==> config.mk <==
export PLATFORM = sky130hd
export DESIGN_NAME = psc_host
export DESIGN_NICKNAME = d
export VERILOG_FILES = /design/src/core/psc_pkg.sv /design/src/core/psc_host.sv /design/src/core/psc_sync.sv
export SDC_FILE = /design/constraint.sdc
export NUM_CORES = 1
export LEC_CHECK = 0
export BUFFER_PORTS_ARGS = -buffer_cell sky130_fd_sc_hd__buf_2
export CAP_MARGIN = 20
export CORE_MARGIN = 2
export CORE_UTILIZATION = 57
export DETAILED_ROUTE_END_ITERATION = 10
export PLACE_DENSITY_LB_ADDON = 0.15
export SETUP_SLACK_MARGIN = 0.3
export SLEW_MARGIN = 20
export SYNTH_ARGS = -nofsm -noshare
export SYNTH_HDL_FRONTEND = slang
export SYNTH_SLANG_ARGS = --single-unit
==> constraint.sdc <==
create_clock -name clk -period 3 [get_ports clk]
set_input_delay 0.6 -clock clk [delete_from_list [all_inputs] [get_ports clk]]
set_output_delay 0.6 -clock clk [all_outputs]
set_load 0.05 [all_outputs]
==> src/core/psc_pkg.sv <==
package psc_pkg;
   localparam int ADDR_W = 19;
   localparam int DATA_W = 8;
   localparam int CLK_PERIOD_NS = 20;
   // slowest grade figures, ns, except the invalid window in us
   localparam int READ_CYCLE_MIN_NS = 70;
   localparam int ADDRESS_ACCESS_TIME_NS = 70;
   localparam int OUTPUT_ENABLE_ACCESS_TIME_NS = 35;
   localparam int DESELECT_FLOAT_TIME_NS = 25;
   localparam int SELECT_TO_WRITE_END_NS = 60;
   localparam int ADDRESS_LEAD_TO_WRITE_END_NS = 55;
   localparam int DATA_LEAD_TO_WRITE_END_NS = 25;
   localparam int WRITE_PULSE_MIN_NS = 45;
   localparam int WRITE_CYCLE_MIN_NS = 70;
   localparam int ADDRESS_LEAD_TO_WRITE_START_NS = 0;
   localparam int INVALID_WINDOW_US = 15;
   // least times round up
   localparam int RD_CYC = (READ_CYCLE_MIN_NS + CLK_PERIOD_NS - 1) / CLK_PERIOD_NS;
   localparam int WR_PULSE_A = (WRITE_PULSE_MIN_NS + CLK_PERIOD_NS - 1) / CLK_PERIOD_NS;
   localparam int WR_PULSE_B = (SELECT_TO_WRITE_END_NS + CLK_PERIOD_NS - 1) / CLK_PERIOD_NS;
   localparam int WR_PULSE = (WR_PULSE_A > WR_PULSE_B) ? WR_PULSE_A : WR_PULSE_B;
   localparam int WR_CYC = (WRITE_CYCLE_MIN_NS + CLK_PERIOD_NS - 1) / CLK_PERIOD_NS;
   localparam int WR_RECOVER = (WR_CYC > WR_PULSE + 1) ? WR_CYC - WR_PULSE : 1;
   localparam int FLOAT_CYC = (DESELECT_FLOAT_TIME_NS + CLK_PERIOD_NS - 1) / CLK_PERIOD_NS;
   localparam int INVALID_WINDOW_CYC = INVALID_WINDOW_US * 1000 / CLK_PERIOD_NS;
   localparam int CNT_W = 4;
   typedef enum logic [2:0] {
      PSC_IDLE = 3'b000,
      PSC_READ = 3'b001,
      PSC_WRITE = 3'b010,
      PSC_WREC = 3'b011,
      PSC_FLOAT = 3'b100
   } psc_state_t;
endpackage

==> src/core/psc_host.sv <==
`timescale 1ns/1ps
//////////////////////////////////////////////////////////////////////////////
module psc_host (
   input wire logic clk,
   input wire logic rstn,
   input wire logic reqValid,
   output logic reqReady,
   input wire logic reqWrite,
   input wire logic [psc_pkg::ADDR_W-1:0] reqAddr,
   input wire logic [psc_pkg::DATA_W-1:0] reqData,
   output logic rspValid,
   output logic [psc_pkg::DATA_W-1:0] rspData,
   output logic [psc_pkg::ADDR_W-1:0] addressLines,
   output logic selectLowActiveN,
   output logic selectHighActive,
   output logic outputEnableN,
   output logic writeStrobeN,
   input wire logic [psc_pkg::DATA_W-1:0] dataLinesIn,
   output logic [psc_pkg::DATA_W-1:0] dataLinesOut,
   output logic dataLinesOe
);
   import psc_pkg::*;

   // width of the read run counter
   localparam int GUARD_W = $clog2(INVALID_WINDOW_CYC + 1);

   //////////////////////////////////////////////////////////////////////////
   // local state
   psc_state_t state;
   logic [CNT_W-1:0] count;
   logic [DATA_W-1:0] dataSync;
   logic take;
   logic captureNow;
   logic [CNT_W-1:0] sinceWrite;
   logic spacedOk;
   logic [CNT_W-1:0] restRun;
   logic [GUARD_W-1:0] readRun;
   logic restDue;

   //////////////////////////////////////////////////////////////////////////
   // helpers
   function automatic logic [CNT_W-1:0] cyc(input int n);
      cyc = CNT_W'(n - 1);
   endfunction

   function automatic logic isAccess(input psc_state_t st);
      isAccess = (st == PSC_READ) || (st == PSC_WRITE);
   endfunction

   function automatic logic isDone(input logic [CNT_W-1:0] c);
      isDone = (c == '0);
   endfunction

   //////////////////////////////////////////////////////////////////////////
   // pin data passes two flops before use
   psc_sync #(.WIDTH(DATA_W)) uSync (
      .clk(clk),
      .rstn(rstn),
      .din(dataLinesIn),
      .dout(dataSync)
   );

   //////////////////////////////////////////////////////////////////////////
   // request handshake, held off by write spacing and select rest
   assign reqReady = (state == PSC_IDLE) && spacedOk && !restDue;
   assign take = reqValid && reqReady;

   //////////////////////////////////////////////////////////////////////////
   // sequencer state
   always_ff @(posedge clk or negedge rstn) begin
      if (!rstn) begin
         state <= PSC_IDLE;
      end else begin
         case (state)
            PSC_IDLE: begin
               if (take) begin
                  state <= reqWrite ? PSC_WRITE : PSC_READ;
               end
            end
            PSC_READ: begin
               if (isDone(count)) begin
                  state <= PSC_FLOAT;
               end
            end
            PSC_WRITE: begin
               if (isDone(count)) begin
                  state <= PSC_WREC;
               end
            end
            PSC_WREC: begin
               if (isDone(count)) begin
                  state <= PSC_IDLE;
               end
            end
            PSC_FLOAT: begin
               if (isDone(count)) begin
                  state <= PSC_IDLE;
               end
            end
            default: begin
               state <= PSC_IDLE;
            end
         endcase
      end
   end

   //////////////////////////////////////////////////////////////////////////
   // sequencer counter
   always_ff @(posedge clk or negedge rstn) begin
      if (!rstn) begin
         count <= '0;
      end else begin
         case (state)
            PSC_IDLE: begin
               if (take) begin
                  count <= reqWrite ? cyc(WR_PULSE) : cyc(RD_CYC + 2);
               end
            end
            PSC_READ: begin
               if (isDone(count)) begin
                  count <= cyc(FLOAT_CYC);
               end else begin
                  count <= count - 1'h1;
               end
            end
            PSC_WRITE: begin
               if (isDone(count)) begin
                  count <= cyc(WR_RECOVER);
               end else begin
                  count <= count - 1'h1;
               end
            end
            PSC_WREC: begin
               if (!isDone(count)) begin
                  count <= count - 1'h1;
               end
            end
            PSC_FLOAT: begin
               if (!isDone(count)) begin
                  count <= count - 1'h1;
               end
            end
            default: begin
               count <= '0;
            end
         endcase
      end
   end

   //////////////////////////////////////////////////////////////////////////
   // address latched on take, stable through cycle
   always_ff @(posedge clk or negedge rstn) begin
      if (!rstn) begin
         addressLines <= '0;
      end else if (take) begin
         addressLines <= reqAddr;
      end
   end

   //////////////////////////////////////////////////////////////////////////
   // write data latched on take
   always_ff @(posedge clk or negedge rstn) begin
      if (!rstn) begin
         dataLinesOut <= '0;
      end else if (take) begin
         dataLinesOut <= reqData;
      end
   end

   //////////////////////////////////////////////////////////////////////////
   // low-active select, one edge after address
   always_ff @(posedge clk or negedge rstn) begin
      if (!rstn) begin
         selectLowActiveN <= 1'h1;
      end else begin
         selectLowActiveN <= !isAccess(state);
      end
   end

   //////////////////////////////////////////////////////////////////////////
   // high-active select follows the low-active one
   always_ff @(posedge clk or negedge rstn) begin
      if (!rstn) begin
         selectHighActive <= 1'h0;
      end else begin
         selectHighActive <= isAccess(state);
      end
   end

   //////////////////////////////////////////////////////////////////////////
   // output enable only in read
   always_ff @(posedge clk or negedge rstn) begin
      if (!rstn) begin
         outputEnableN <= 1'h1;
      end else begin
         outputEnableN <= !(state == PSC_READ);
      end
   end

   //////////////////////////////////////////////////////////////////////////
   // write strobe only in write
   always_ff @(posedge clk or negedge rstn) begin
      if (!rstn) begin
         writeStrobeN <= 1'h1;
      end else begin
         writeStrobeN <= !(state == PSC_WRITE);
      end
   end

   //////////////////////////////////////////////////////////////////////////
   // drive only inside write window, oe high then
   always_ff @(posedge clk or negedge rstn) begin
      if (!rstn) begin
         dataLinesOe <= 1'h0;
      end else begin
         dataLinesOe <= (state == PSC_WRITE);
      end
   end

   //////////////////////////////////////////////////////////////////////////
   // read data capture at end of access
   assign captureNow = (state == PSC_FLOAT) && (count == cyc(FLOAT_CYC)) && !outputEnableN;

   always_ff @(posedge clk or negedge rstn) begin
      if (!rstn) begin
         rspValid <= 1'h0;
      end else begin
         rspValid <= captureNow;
      end
   end

   always_ff @(posedge clk or negedge rstn) begin
      if (!rstn) begin
         rspData <= '0;
      end else if (captureNow) begin
         rspData <= dataSync;
      end
   end

   //////////////////////////////////////////////////////////////////////////
   // write spacing measured from the last write take
   assign spacedOk = (sinceWrite >= CNT_W'(WR_CYC - 1));

   always_ff @(posedge clk or negedge rstn) begin
      if (!rstn) begin
         sinceWrite <= CNT_W'(WR_CYC);
      end else if (take && reqWrite) begin
         sinceWrite <= '0;
      end else if (sinceWrite != CNT_W'(WR_CYC)) begin
         sinceWrite <= sinceWrite + 1'h1;
      end
   end

   //////////////////////////////////////////////////////////////////////////
   // select rest after a long run of reads
   assign restDue = (readRun == GUARD_W'(INVALID_WINDOW_CYC));

   always_ff @(posedge clk or negedge rstn) begin
      if (!rstn) begin
         restRun <= CNT_W'(RD_CYC);
      end else if (!selectLowActiveN) begin
         restRun <= '0;
      end else if (restRun != CNT_W'(RD_CYC)) begin
         restRun <= restRun + 1'h1;
      end
   end

   //////////////////////////////////////////////////////////////////////////
   // read run length since the last full select rest
   always_ff @(posedge clk or negedge rstn) begin
      if (!rstn) begin
         readRun <= '0;
      end else if (restRun == CNT_W'(RD_CYC)) begin
         readRun <= '0;
      end else if (!outputEnableN && !restDue) begin
         readRun <= readRun + 1'h1;
      end
   end
endmodule

==> src/core/psc_sync.sv <==
`timescale 1ns/1ps
module psc_sync #(
   parameter int WIDTH = 8
) (
   input wire logic clk,
   input wire logic rstn,
   input wire logic [WIDTH-1:0] din,
   output logic [WIDTH-1:0] dout
);
   logic [WIDTH-1:0] stage1;
   always_ff @(posedge clk or negedge rstn) begin
      if (!rstn) begin
         stage1 <= '0;
         dout <= '0;
      end else begin
         stage1 <= din;
         dout <= stage1;
      end
   end
endmodule

==> impl_metrics.env, run 1 <==
export IMPL_status="finished, final reports clean"
export IMPL_setup_viol=0
export IMPL_drv_cap=0
export IMPL_synth_top_area_share_pct=56.4
export IMPL_grtUsageTotal_pct=20.4
export IMPL_required_ns=2.40
export IMPL_hold_buffers=0
export IMPL_num_antenna_cells=0
export IMPL_crit_path_max_incr_delay_ns=0.52
export IMPL_switching_share_pct=44.2
export IMPL_period_share_pct=82.2
export IMPL_ys_top_cells_by_count="dfrtp_1 (77), mux2_2 (26), inv_1 (16)"
export IMPL_reg2reg_depth=4
export IMPL_relSlewSlack_pct=52.6
export IMPL_drt_iter0_markers=104
export IMPL_power_per_cell_area_nw_per_um2=1200
export IMPL_dpl_hpwl_um=4240
export IMPL_period_minus_slack_ns=2.47
export IMPL_skew_ns=0.0117
export IMPL_cts_root_buf="clkbuf_8"
export IMPL_fp_row_count=28
export IMPL_r2r_slack_ns=0.79
export IMPL_antenna_found_initial=0
export IMPL_rsz0062_at_grt="false"
export IMPL_grt_start_max_net_pins=83
export IMPL_crit_path_cell_trace="or3_1, nor3_1, buf_2"
export IMPL_synth_cells=256
export IMPL_crit_arrival_ns=1.87
export IMPL_power_uw=4950
export IMPL_fin_nets=389
export IMPL_synth_ff_type="dfrtp_1"
export IMPL_dieHeight_um=81.4
export IMPL_boundaryPins=81
export IMPL_synth_area_leaders="dfrtp_1 (56%), mux2_2 (8.6%), dfstp_2 (3.8%)"
export IMPL_cp_slowest_cell="or3_1"
export IMPL_cts_tree="built"
export IMPL_port_buffers=80
export IMPL_r2r_start="state[0]"
export IMPL_start_kind="register"
export IMPL_vias=2196
export IMPL_ys_warn_count=0
export IMPL_synth_cell_types=49
export IMPL_htree_levels=3
export IMPL_p_int_uw=2760
export IMPL_cts_clk_slew_worst_paths_ns=0.09
export IMPL_vias_per_cell=5.22
export IMPL_routed_wl_um=6020
export IMPL_start_util_pct=58.4
export IMPL_p_comb_share_pct=45.3
export IMPL_whs_ns=0.264
export IMPL_die_area_um2=6630
export IMPL_fin_util_pct=70.3
export IMPL_area_delta_synth_final_pct=20.5
export IMPL_grt_first_pass_wirelength_um=10100
export IMPL_path_max_fanout=13
export IMPL_async_reset_ff_share_pct=100
export IMPL_p_leak_uw=0.00201
export IMPL_worstSetupPathType="register to primary output"
export IMPL_crit_family="simple AND/OR/NAND/NOR gates"
export IMPL_synth_top_cell_by_area="dfrtp_1"
export IMPL_hp_class="primary input to async pin"
export IMPL_reg2reg_to="addressLines[12]"
export IMPL_clockBufferDepth=2
export IMPL_p_seq_share_pct=36.3
export IMPL_gp_congestion=0.806
export IMPL_synth_seq_cells=82
export IMPL_numCtsBuffers=9
export IMPL_grt_pass1_vias=2299
export IMPL_finalHoldViolCount=0
export IMPL_synth_area_per_cell_um2=13.3
export IMPL_drtAntennaViolNets=0
export IMPL_synth_edff_count=0
export IMPL_synthMostInstantiatedCell="dfrtp_1"
export IMPL_worst_pin_slew_ns=0.712
export IMPL_drc=0
export IMPL_synth_area_um2=3410
export IMPL_p_switching_uw=2190
export IMPL_drive_above_1_share_pct=41.3
export IMPL_clock_sinks=82
export IMPL_critPathCaptureType="primary output"
export IMPL_fmax_mhz=406
export IMPL_peakVddDrop_uv=823
export IMPL_tns_ns=0
export IMPL_cts_resized=0
export IMPL_path_buf_inv=1
export IMPL_postCtsSetupRepairBufs=0
export IMPL_insertion_delay_ns=0.35
export IMPL_synth_fp_nets=304
export IMPL_clock_power_share_pct=18.4
export IMPL_core_area_um2=5850
export IMPL_drt_pass1_iter_count=4
export IMPL_grt_overflow=0
export IMPL_slew_violations=0
export IMPL_yosysSeqAreaShare_pct=60.3
export IMPL_die_w_um=81.4
export IMPL_routedWlPerCell_um=14.3
## worst max path at each step
| stage | start | to | slack, ns | depth (start not counted) |
|---|---|---|---|---|
| after floorplan | state[0] | reqReady | 0.43 | 3 |
| after global placement | state[0] | dataLinesOut[5] | 0.83 | 4 |
| after detailed placement | state[0] | addressLines[5] | 0.79 | 4 |
| after CTS | state[0] | reqReady | 0.50 | 3 |
| after global routing | state[0] | reqReady | 0.40 | 3 |
| final | state[0] | reqReady | 0.53 | 3 |
## layer usage
layer / share of wire, % / track usage (%) / up-vias
li1: - / - / 1060
met5: 0 / 0 / -
met4: 1.5 / 9.32 / 0
met3: 5.3 / 5.67 / 8
met1: 44 / 24.8 / 1067
met2: 49 / 33.7 / 61
## registers in the layout (all words and copies together) (netlist names)
| signal | cells |
|---|---|
| addressLines | 19 |
| count | 4 |
| dataLinesOe | 1 |
| dataLinesOut | 8 |
| outputEnableN | 1 |
| readRun | 10 |
| restRun | 4 |
| rspData | 8 |
| rspValid | 1 |
| selectHighActive | 1 |
| selectLowActiveN | 1 |
| sinceWrite | 4 |
| state | 3 |
| uSync.dout | 8 |
| uSync.stage1 | 8 |
| writeStrobeN | 1 |
## worst register-to-register path, stage by stage, from the launching register on
cell and delay (ns):
dfrtp_1 0.49, or3_1 0.52, nor4b_4 0.27, buf_4 0.40, mux2_2 0.41
## power by group through the flow
stage	clock [uW]	sequential, uW	combinational [uW]
2_1_floorplan	0	2590	976
3_3_place_gp	0	1800	2210
3_5_place_dp	0	1820	2260
4_1_cts	936	1800	2260
5_1_grt	988	1870	2420
6_report	911	1800	2240
## layout make-up
cell class                      count  area, um2
Sequential cell                    82       2060
Fill cell                         422       1740
Multi-Input combinational cell    149       1240
Timing Repair Buffer               83        429
Clock buffer                        9        124
Clock inverter                      7        106
Tap cell                           75       93.8
Inverter                           16       60.1
## per-stage QoR
| stage | std cells | setup WS (ns) | cell area [um2] |
|---|---|---|---|
| 2_1_floorplan | 256 | 0.432 | 3410 |
| 3_3_place_gp | 405 | 0.831 | 3880 |
| 3_5_place_dp | 405 | 0.791 | 3880 |
| 4_1_cts | 421 | 0.497 | 4110 |
| 5_1_grt | 421 | 0.403 | 4110 |
| 6_report | 421 | 0.535 | 4110 |
## logic make-up (layout without fill, tap and decap cells)
| kind of cell | Yosys count | after routing | synth area share [%] |
|---|---|---|---|
| xor+xnor | 12 | 12 | 3.08 |
| buf+inv | 25 | 115 | 3.33 |
| mux | 36 | 36 | 12.7 |
| flops | 82 | 82 | 60.3 |
| simple gates | 61 | 61 | 10.9 |
| fa+ha+maj | 10 | 10 | 3.59 |
| compound gates | 30 | 30 | 6.12 |
## cell usage in the layout, fill, tap and decap left out, types with 2 or more instances in the layout
cell,instances
inv_6,4
dfstp_2,5
ha_1,9
nand3_1,4
o21a_1,2
and3_1,2
a22oi_1,2
or3_1,3
inv_1,16
bufinv_16,2
and4_1,2
o221ai_1,3
buf_2,79
nand3b_1,4
nor2b_1,2
clkbuf_8,9
xor2_1,4
nor3_1,5
and2_1,5
a21oi_1,11
nand2b_1,2
or3b_1,2
nand4_1,2
nand2_1,6
xnor2_1,8
buf_4,3
nor2_1,14
mux2_4,8
o21ai_0,2
mux2_2,26
dfrtp_1,77
nor3b_1,2
a211oi_1,2
No activity file was read; power rests on OpenSTA's default activity.
==> run 2: changes to the inputs <==
--- a/config.mk
+++ b/config.mk
@@ -8,7 +8,7 @@
 export BUFFER_PORTS_ARGS = -buffer_cell sky130_fd_sc_hd__buf_2
 export CAP_MARGIN = 20
 export CORE_MARGIN = 2
-export CORE_UTILIZATION = 57
+export CORE_UTILIZATION = 53
 export DETAILED_ROUTE_END_ITERATION = 10
 export PLACE_DENSITY_LB_ADDON = 0.15
 export SETUP_SLACK_MARGIN = 0.3
==> constraint.sdc (replaced) <==
create_clock -name clk -period 2.33 [get_ports clk]
set_input_delay 0.466 -clock clk [delete_from_list [all_inputs] [get_ports clk]]
set_output_delay 0.466 -clock clk [all_outputs]
set_load 0.05 [all_outputs]
==> impl_metrics.env, run 2 (synthesized netlist as in run 1, its figures left out) <==
export IMPL_status="finished, final reports clean"
export IMPL_peakVddDrop_uv=1070
export IMPL_drc=0
export IMPL_num_antenna_cells=0
export IMPL_drtAntennaViolNets=0
export IMPL_p_seq_share_pct=34.8
export IMPL_dieHeight_um=84.3
export IMPL_p_leak_uw=0.00208
export IMPL_power_per_cell_area_nw_per_um2=1530
export IMPL_routed_wl_um=6680
export IMPL_skew_ns=0.0105
export IMPL_vias_per_cell=5.22
export IMPL_cts_clk_slew_worst_paths_ns=0.09
export IMPL_fp_row_count=29
export IMPL_hold_buffers=0
export IMPL_grtUsageTotal_pct=19.3
export IMPL_grt_overflow=0
export IMPL_setup_viol=0
export IMPL_die_w_um=84.3
export IMPL_switching_share_pct=45.3
export IMPL_r2r_slack_ns=0.26
export IMPL_clock_power_share_pct=15.1
export IMPL_boundaryPins=81
export IMPL_clockBufferDepth=2
export IMPL_start_util_pct=54.4
export IMPL_critPathCaptureType="register"
export IMPL_core_area_um2=6280
export IMPL_reg_top3="addressLines x19, readRun x10"
export IMPL_rsz0062_at_grt="true"
export IMPL_drt_iter0_markers=99
export IMPL_numCtsBuffers=9
export IMPL_grt_util_met1_pct=26.1
export IMPL_cts_tree="built"
export IMPL_fin_nets=405
export IMPL_relSlewSlack_pct=71.6
export IMPL_groute_layer_met3_usage_pct=4.82
export IMPL_antenna_found_initial=0
export IMPL_crit_arrival_ns=2.31
export IMPL_reg2reg_depth=5
export IMPL_hp_class="primary input to async pin"
export IMPL_tns_ns=0
export IMPL_period_minus_slack_ns=2.07
export IMPL_start_kind="register"
export IMPL_die_area_um2=7100
export IMPL_port_buffers=80
export IMPL_required_ns=2.56
export IMPL_reg2reg_to="addressLines[11]"
export IMPL_htree_levels=3
export IMPL_final_common_cell="buf_2"
export IMPL_cp_slowest_cell="dfrtp_2"
export IMPL_largest_reg_flops=19
export IMPL_cpMostUsedCell="buf_12"
export IMPL_slew_violations=0
export IMPL_dpl_hpwl_um=4380
export IMPL_fill_cells=476
export IMPL_grt_start_max_net_pins=52
export IMPL_fmax_mhz=483
export IMPL_drive_above_1_share_pct=47.5
export IMPL_finalHoldViolCount=0
export IMPL_path_buf_inv=2
export IMPL_worst_pin_slew_ns=0.426
export IMPL_final_cell_mix="buf_2 (78), dfrtp_1 (73), mux2_2 (26)"
export IMPL_regMostFlops="addressLines"
export IMPL_r2r_start="state[1]"
export IMPL_crit_path_cell_trace="or3_4, buf_12, nor4b_4, buf_12, mux2_2"
export IMPL_p_int_uw=3610
export IMPL_crit_family="simple AND/OR/NAND/NOR gates"
export IMPL_path_max_fanout=33
export IMPL_routedWlPerCell_um=15.2
export IMPL_place_ws_ns=0.194
export IMPL_area_delta_synth_final_pct=26.0
export IMPL_cts_root_buf="clkbuf_8"
export IMPL_drv_cap=0
export IMPL_fin_ws_ns=0.258
export IMPL_grt_use_met2_pct=29.9
export IMPL_grt_pass1_vias=2253
export IMPL_vias=2291
export IMPL_power_uw=6600
export IMPL_drt_pass1_iter_count=4
export IMPL_period_share_pct=88.9
export IMPL_insertion_delay_ns=0.35
export IMPL_gp_congestion=0.816
export IMPL_crit_path_max_incr_delay_ns=0.45
export IMPL_worstSetupPathType="register to register"
export IMPL_clock_sinks=82
export IMPL_grt_first_pass_wirelength_um=10800
export IMPL_p_comb_share_pct=50.1
export IMPL_grt_busiest_layer="met2"
export IMPL_p_switching_uw=2990
==> run 2: cell types whose count changed in the layout (fill, tap and decap cells not counted), sizes merged <==
cell	before	now
clkinvlp	0	2
inv	21	20
clkinv	0	1
buf	83	99
bufinv	2	0
==> run 2: power groups by stage <==
stage | registers (uW) | clock network, uW | logic, uW
floorplan | 3340 | 0 | 1260
finish | 2300 | 996 | 3300
detailed placement | 2340 | 0 | 2970
CTS | 2290 | 1020 | 3240
global placement | 2310 | 0 | 2910
global route | 2370 | 1070 | 3530
==> run 2: worst max path at each step <==
stage	from	to	slack, ns	cells after the start
2_1_floorplan	count[0]	count[2]	0.31	7
3_3_place_gp	count[0]	count[2]	0.26	7
3_5_place_dp	count[0]	count[2]	0.19	7
4_1_cts	readRun[0]	reqReady	0.27	6
5_1_grt	state[1]	dataLinesOut[2]	0.21	5
6_report	state[1]	addressLines[11]	0.26	5
==> run 2: cell type report <==
type	count	area (um2)	area share (%)
Inverter	16	60.1	1.40
Tap cell	77	96.3	2.24
Clock inverter	7	68.8	1.60
Timing Repair Buffer	99	589	13.7
Clock buffer	9	124	2.88
Sequential cell	82	2060	48.0
Multi-Input combinational cell	149	1300	30.2
==> run 2: metrics by stage <==
stage | area (um2) | std cells | utilization (%) | hold WS, ns
final | 4300 | 439 | 68.5 | 0.0416
after global routing | 4300 | 439 | 68.5 | 0.0695
after CTS | 4260 | 436 | 67.9 | 0.0518
after detailed placement | 3940 | 410 | 62.7 | 0.335
after global placement | 3940 | 410 | 62.7 | 0.331
after floorplan | 3420 | 256 | - | 0.170
==> run 2: layer usage <==
metal / share of wire (%) / vias to the layer above
li1: - / 1098
met2: 50 / 71
met5: 0 / -
met3: 6.0 / 7
met4: 1.4 / 0
met1: 43 / 1115
==> run 2: timing repair <==
item	in CTS	in global routing
gates cloned	0	0
pin swaps	5	3
endpoints found under the setup margin	35	32
setup buffers	10	3
hold endpoints to repair	0	0
gates resized for setup	13	5
==> run 3: changes to the inputs <==
--- a/config.mk
+++ b/config.mk
@@ -5,12 +5,14 @@
 export SDC_FILE = /design/constraint.sdc
 export NUM_CORES = 1
 export LEC_CHECK = 0
+export ABC_AREA = 1
 export BUFFER_PORTS_ARGS = -buffer_cell sky130_fd_sc_hd__buf_2
-export CAP_MARGIN = 20
+export CAP_MARGIN = 10
 export CORE_MARGIN = 2
-export CORE_UTILIZATION = 53
+export CORE_UTILIZATION = 54
 export DETAILED_ROUTE_END_ITERATION = 10
 export PLACE_DENSITY_LB_ADDON = 0.15
+export RECOVER_POWER = 50
 export SETUP_SLACK_MARGIN = 0.3
 export SLEW_MARGIN = 20
 export SYNTH_ARGS = -nofsm -noshare
==> impl_metrics.env, run 3 <==
export IMPL_dieHeight_um=86.9
export IMPL_reg2reg_depth=12
export IMPL_synth_seq_cells=82
export IMPL_insertion_delay_ns=0.35
export IMPL_gp_congestion=0.880
export IMPL_peakVddDrop_uv=836
export IMPL_ys_top_cells_by_count="nand2_1 (129), dfrtp_1 (77), inv_1 (64)"
export IMPL_grt_first_pass_wirelength_um=11400
export IMPL_crit_arrival_ns=1.50
export IMPL_fp_row_count=30
export IMPL_antenna_found_initial=0
export IMPL_regMostFlops="addressLines"
export IMPL_clock_sinks=82
export IMPL_drt_pass1_iter_count=4
export IMPL_synth_area_leaders="dfrtp_1 (52%), nand2_1 (13%), inv_1 (6.5%)"
export IMPL_vias_per_cell=4.87
export IMPL_relSlewSlack_pct=34.3
export IMPL_largest_reg_flops=19
export IMPL_skew_ns=0.0130
export IMPL_power_per_cell_area_nw_per_um2=1500
export IMPL_worst_pin_slew_ns=0.986
export IMPL_tns_ns=0
export IMPL_p_leak_uw=0.00243
export IMPL_path_max_fanout=9
export IMPL_synth_edff_count=0
export IMPL_yosysSeqAreaShare_pct=55.5
export IMPL_final_area_um2=4400
export IMPL_grtUsageTotal_pct=19.2
export IMPL_routedWlPerCell_um=11.8
export IMPL_synth_top_area_share_pct=52.0
export IMPL_reg2reg_to="count[1]"
export IMPL_area_delta_synth_final_pct=18.6
export IMPL_startpoint="state[0]"
export IMPL_final_cell_mix="nand2_1 (129), buf_2 (78), dfrtp_1 (75)"
export IMPL_clockBufferDepth=2
export IMPL_drtAntennaViolNets=0
export IMPL_synthMostInstantiatedCell="nand2_1"
export IMPL_die_w_um=86.9
export IMPL_start_util_pct=55.2
export IMPL_r2r_start="readRun[0]"
export IMPL_place_ws_ns=0.543
export IMPL_required_ns=1.86
export IMPL_synth_area_um2=3710
export IMPL_synth_cells=415
export IMPL_die_area_um2=7550
export IMPL_drive_above_1_share_pct=28.0
export IMPL_place_area_um2=4170
export IMPL_finalHoldViolCount=0
export IMPL_start_kind="register"
export IMPL_num_antenna_cells=0
export IMPL_grt_overflow=0
export IMPL_cts_tree="built"
export IMPL_synth_fp_nets=463
export IMPL_setup_viol=0
export IMPL_r2r_slack_ns=0.58
export IMPL_fin_nets=550
export IMPL_register_area_um2=2060
export IMPL_synth_cell_types=30
export IMPL_status="finished, final reports clean"
export IMPL_period_share_pct=84.4
export IMPL_port_buffers=80
export IMPL_fill_cells=580
export IMPL_reg_top3="addressLines x19, readRun x10"
export IMPL_boundaryPins=81
export IMPL_core_area_um2=6720
export IMPL_fmax_mhz=508
export IMPL_dpl_hpwl_um=4940
export IMPL_routed_wl_um=6940
export IMPL_worstSetupPathType="register to primary output"
export IMPL_slew_violations=0
export IMPL_synth_top_cell_by_area="dfrtp_1"
export IMPL_final_common_cell="nand2_1"
export IMPL_ys_warn_count=0
export IMPL_grt_pass1_vias=2645
export IMPL_cts_root_buf="clkbuf_8"
export IMPL_grt_start_max_net_pins=57
export IMPL_vias=2861
export IMPL_cts_clk_slew_worst_paths_ns=0.10
export IMPL_critPathCaptureType="primary output"
export IMPL_htree_levels=3
export IMPL_multiInputGateArea_um2=1320
export IMPL_synth_ff_type="dfrtp_1"
export IMPL_synth_area_per_cell_um2=8.94
export IMPL_hp_class="primary input to register"
export IMPL_drv_cap=0
export IMPL_rsz0062_at_grt="false"
export IMPL_drt_iter0_markers=105
export IMPL_drc=0
export IMPL_async_reset_ff_share_pct=100
export IMPL_fin_ws_ns=0.363
export IMPL_numCtsBuffers=9
export IMPL_hold_buffers=0
export IMPL_period_minus_slack_ns=1.97
export IMPL_crit_path_end="reqReady"
-- run 3: changes by cell type after synthesis, moves of 5 or more --
cell	change
a21oi_1	-5
inv_1	+48
mux2_4	-8
mux2_2	-26
nand3_1	+17
nand2_1	+123
buf_6	+5
o21ai_0	+16
o21ai_2	+20
nor2_1	+12
xnor2_1	-7
-- run 3: worst min path at each step --
stage                    startpoint  depth (start not counted)         endpoint
floorplan                      rstn                          0  addressLines[0]
global placement    uSync.stage1[6]                          0    uSync.dout[6]
detailed placement  uSync.stage1[5]                          0    uSync.dout[5]
CTS                            rstn                          1         rspValid
global route         dataLinesIn[2]                          1  uSync.stage1[2]
finish               dataLinesIn[7]                          1  uSync.stage1[7]
-- run 3: report_power, final --
group | switching (uW) | total, uW | leakage [uW] | internal, uW
Clock | 571 | 990 | 0.0000931 | 418
Combinational | 2440 | 3380 | 0.00131 | 944
Sequential | 308 | 2240 | 0.00102 | 1930
-- run 3: cell type report --
cell class,instances,area share (%)
repair buffers,85,10.7
clock buffers,9,2.82
multi-input cells,258,30.1
inverters,66,5.63
flip-flops and latches,82,46.9
clock inverters,7,1.62
well taps,80,2.28
-- run 3: kinds of logic after synthesis --
logic type	synth area share, %
DFF	55.5
and+or+nand+nor	22.7
AOI/OAI and AO/OA	9.35
buffers and inverters	8.94
adders and majority gates	3.04
xor gates and xnor gates	0.472
-- run 3: per-layer routing --
metal | up-vias | track usage [%] | part of all wire, %
met5 | - | 0 | 0
li1 | 1452 | - | -
met1 | 1325 | 23.3 | 42
met4 | 0 | 9.23 | 1.6
met3 | 13 | 4.45 | 5.4
met2 | 71 | 32.3 | 51
-- run 3: per-stage QoR --
step	std cells	hold WS, ns	util (%)	power, uW
final	587	0.218	65.4	6610
after CTS	586	0.0908	65.3	6640
after global routing	587	0.205	65.4	7090
after detailed placement	568	0.335	62.0	5580
after global placement	568	0.332	62.0	5500
after floorplan	415	0.170	-	4930
-- run 3: what timing repair did --
action,4_1_cts,5_1_grt
gates cloned,0,0
setup buffers,2,1
pin swaps,1,2
endpoints found under the setup margin,1,1
resized for setup,5,3
-- run 3: worst max-delay path, cell delays in order (launching register included) --
cell and delay, ns:
dfrtp_2 0.50, nor2_8 0.14, nand2_4 0.08, nor2_4 0.13, and2_4 0.15, buf_6 0.15
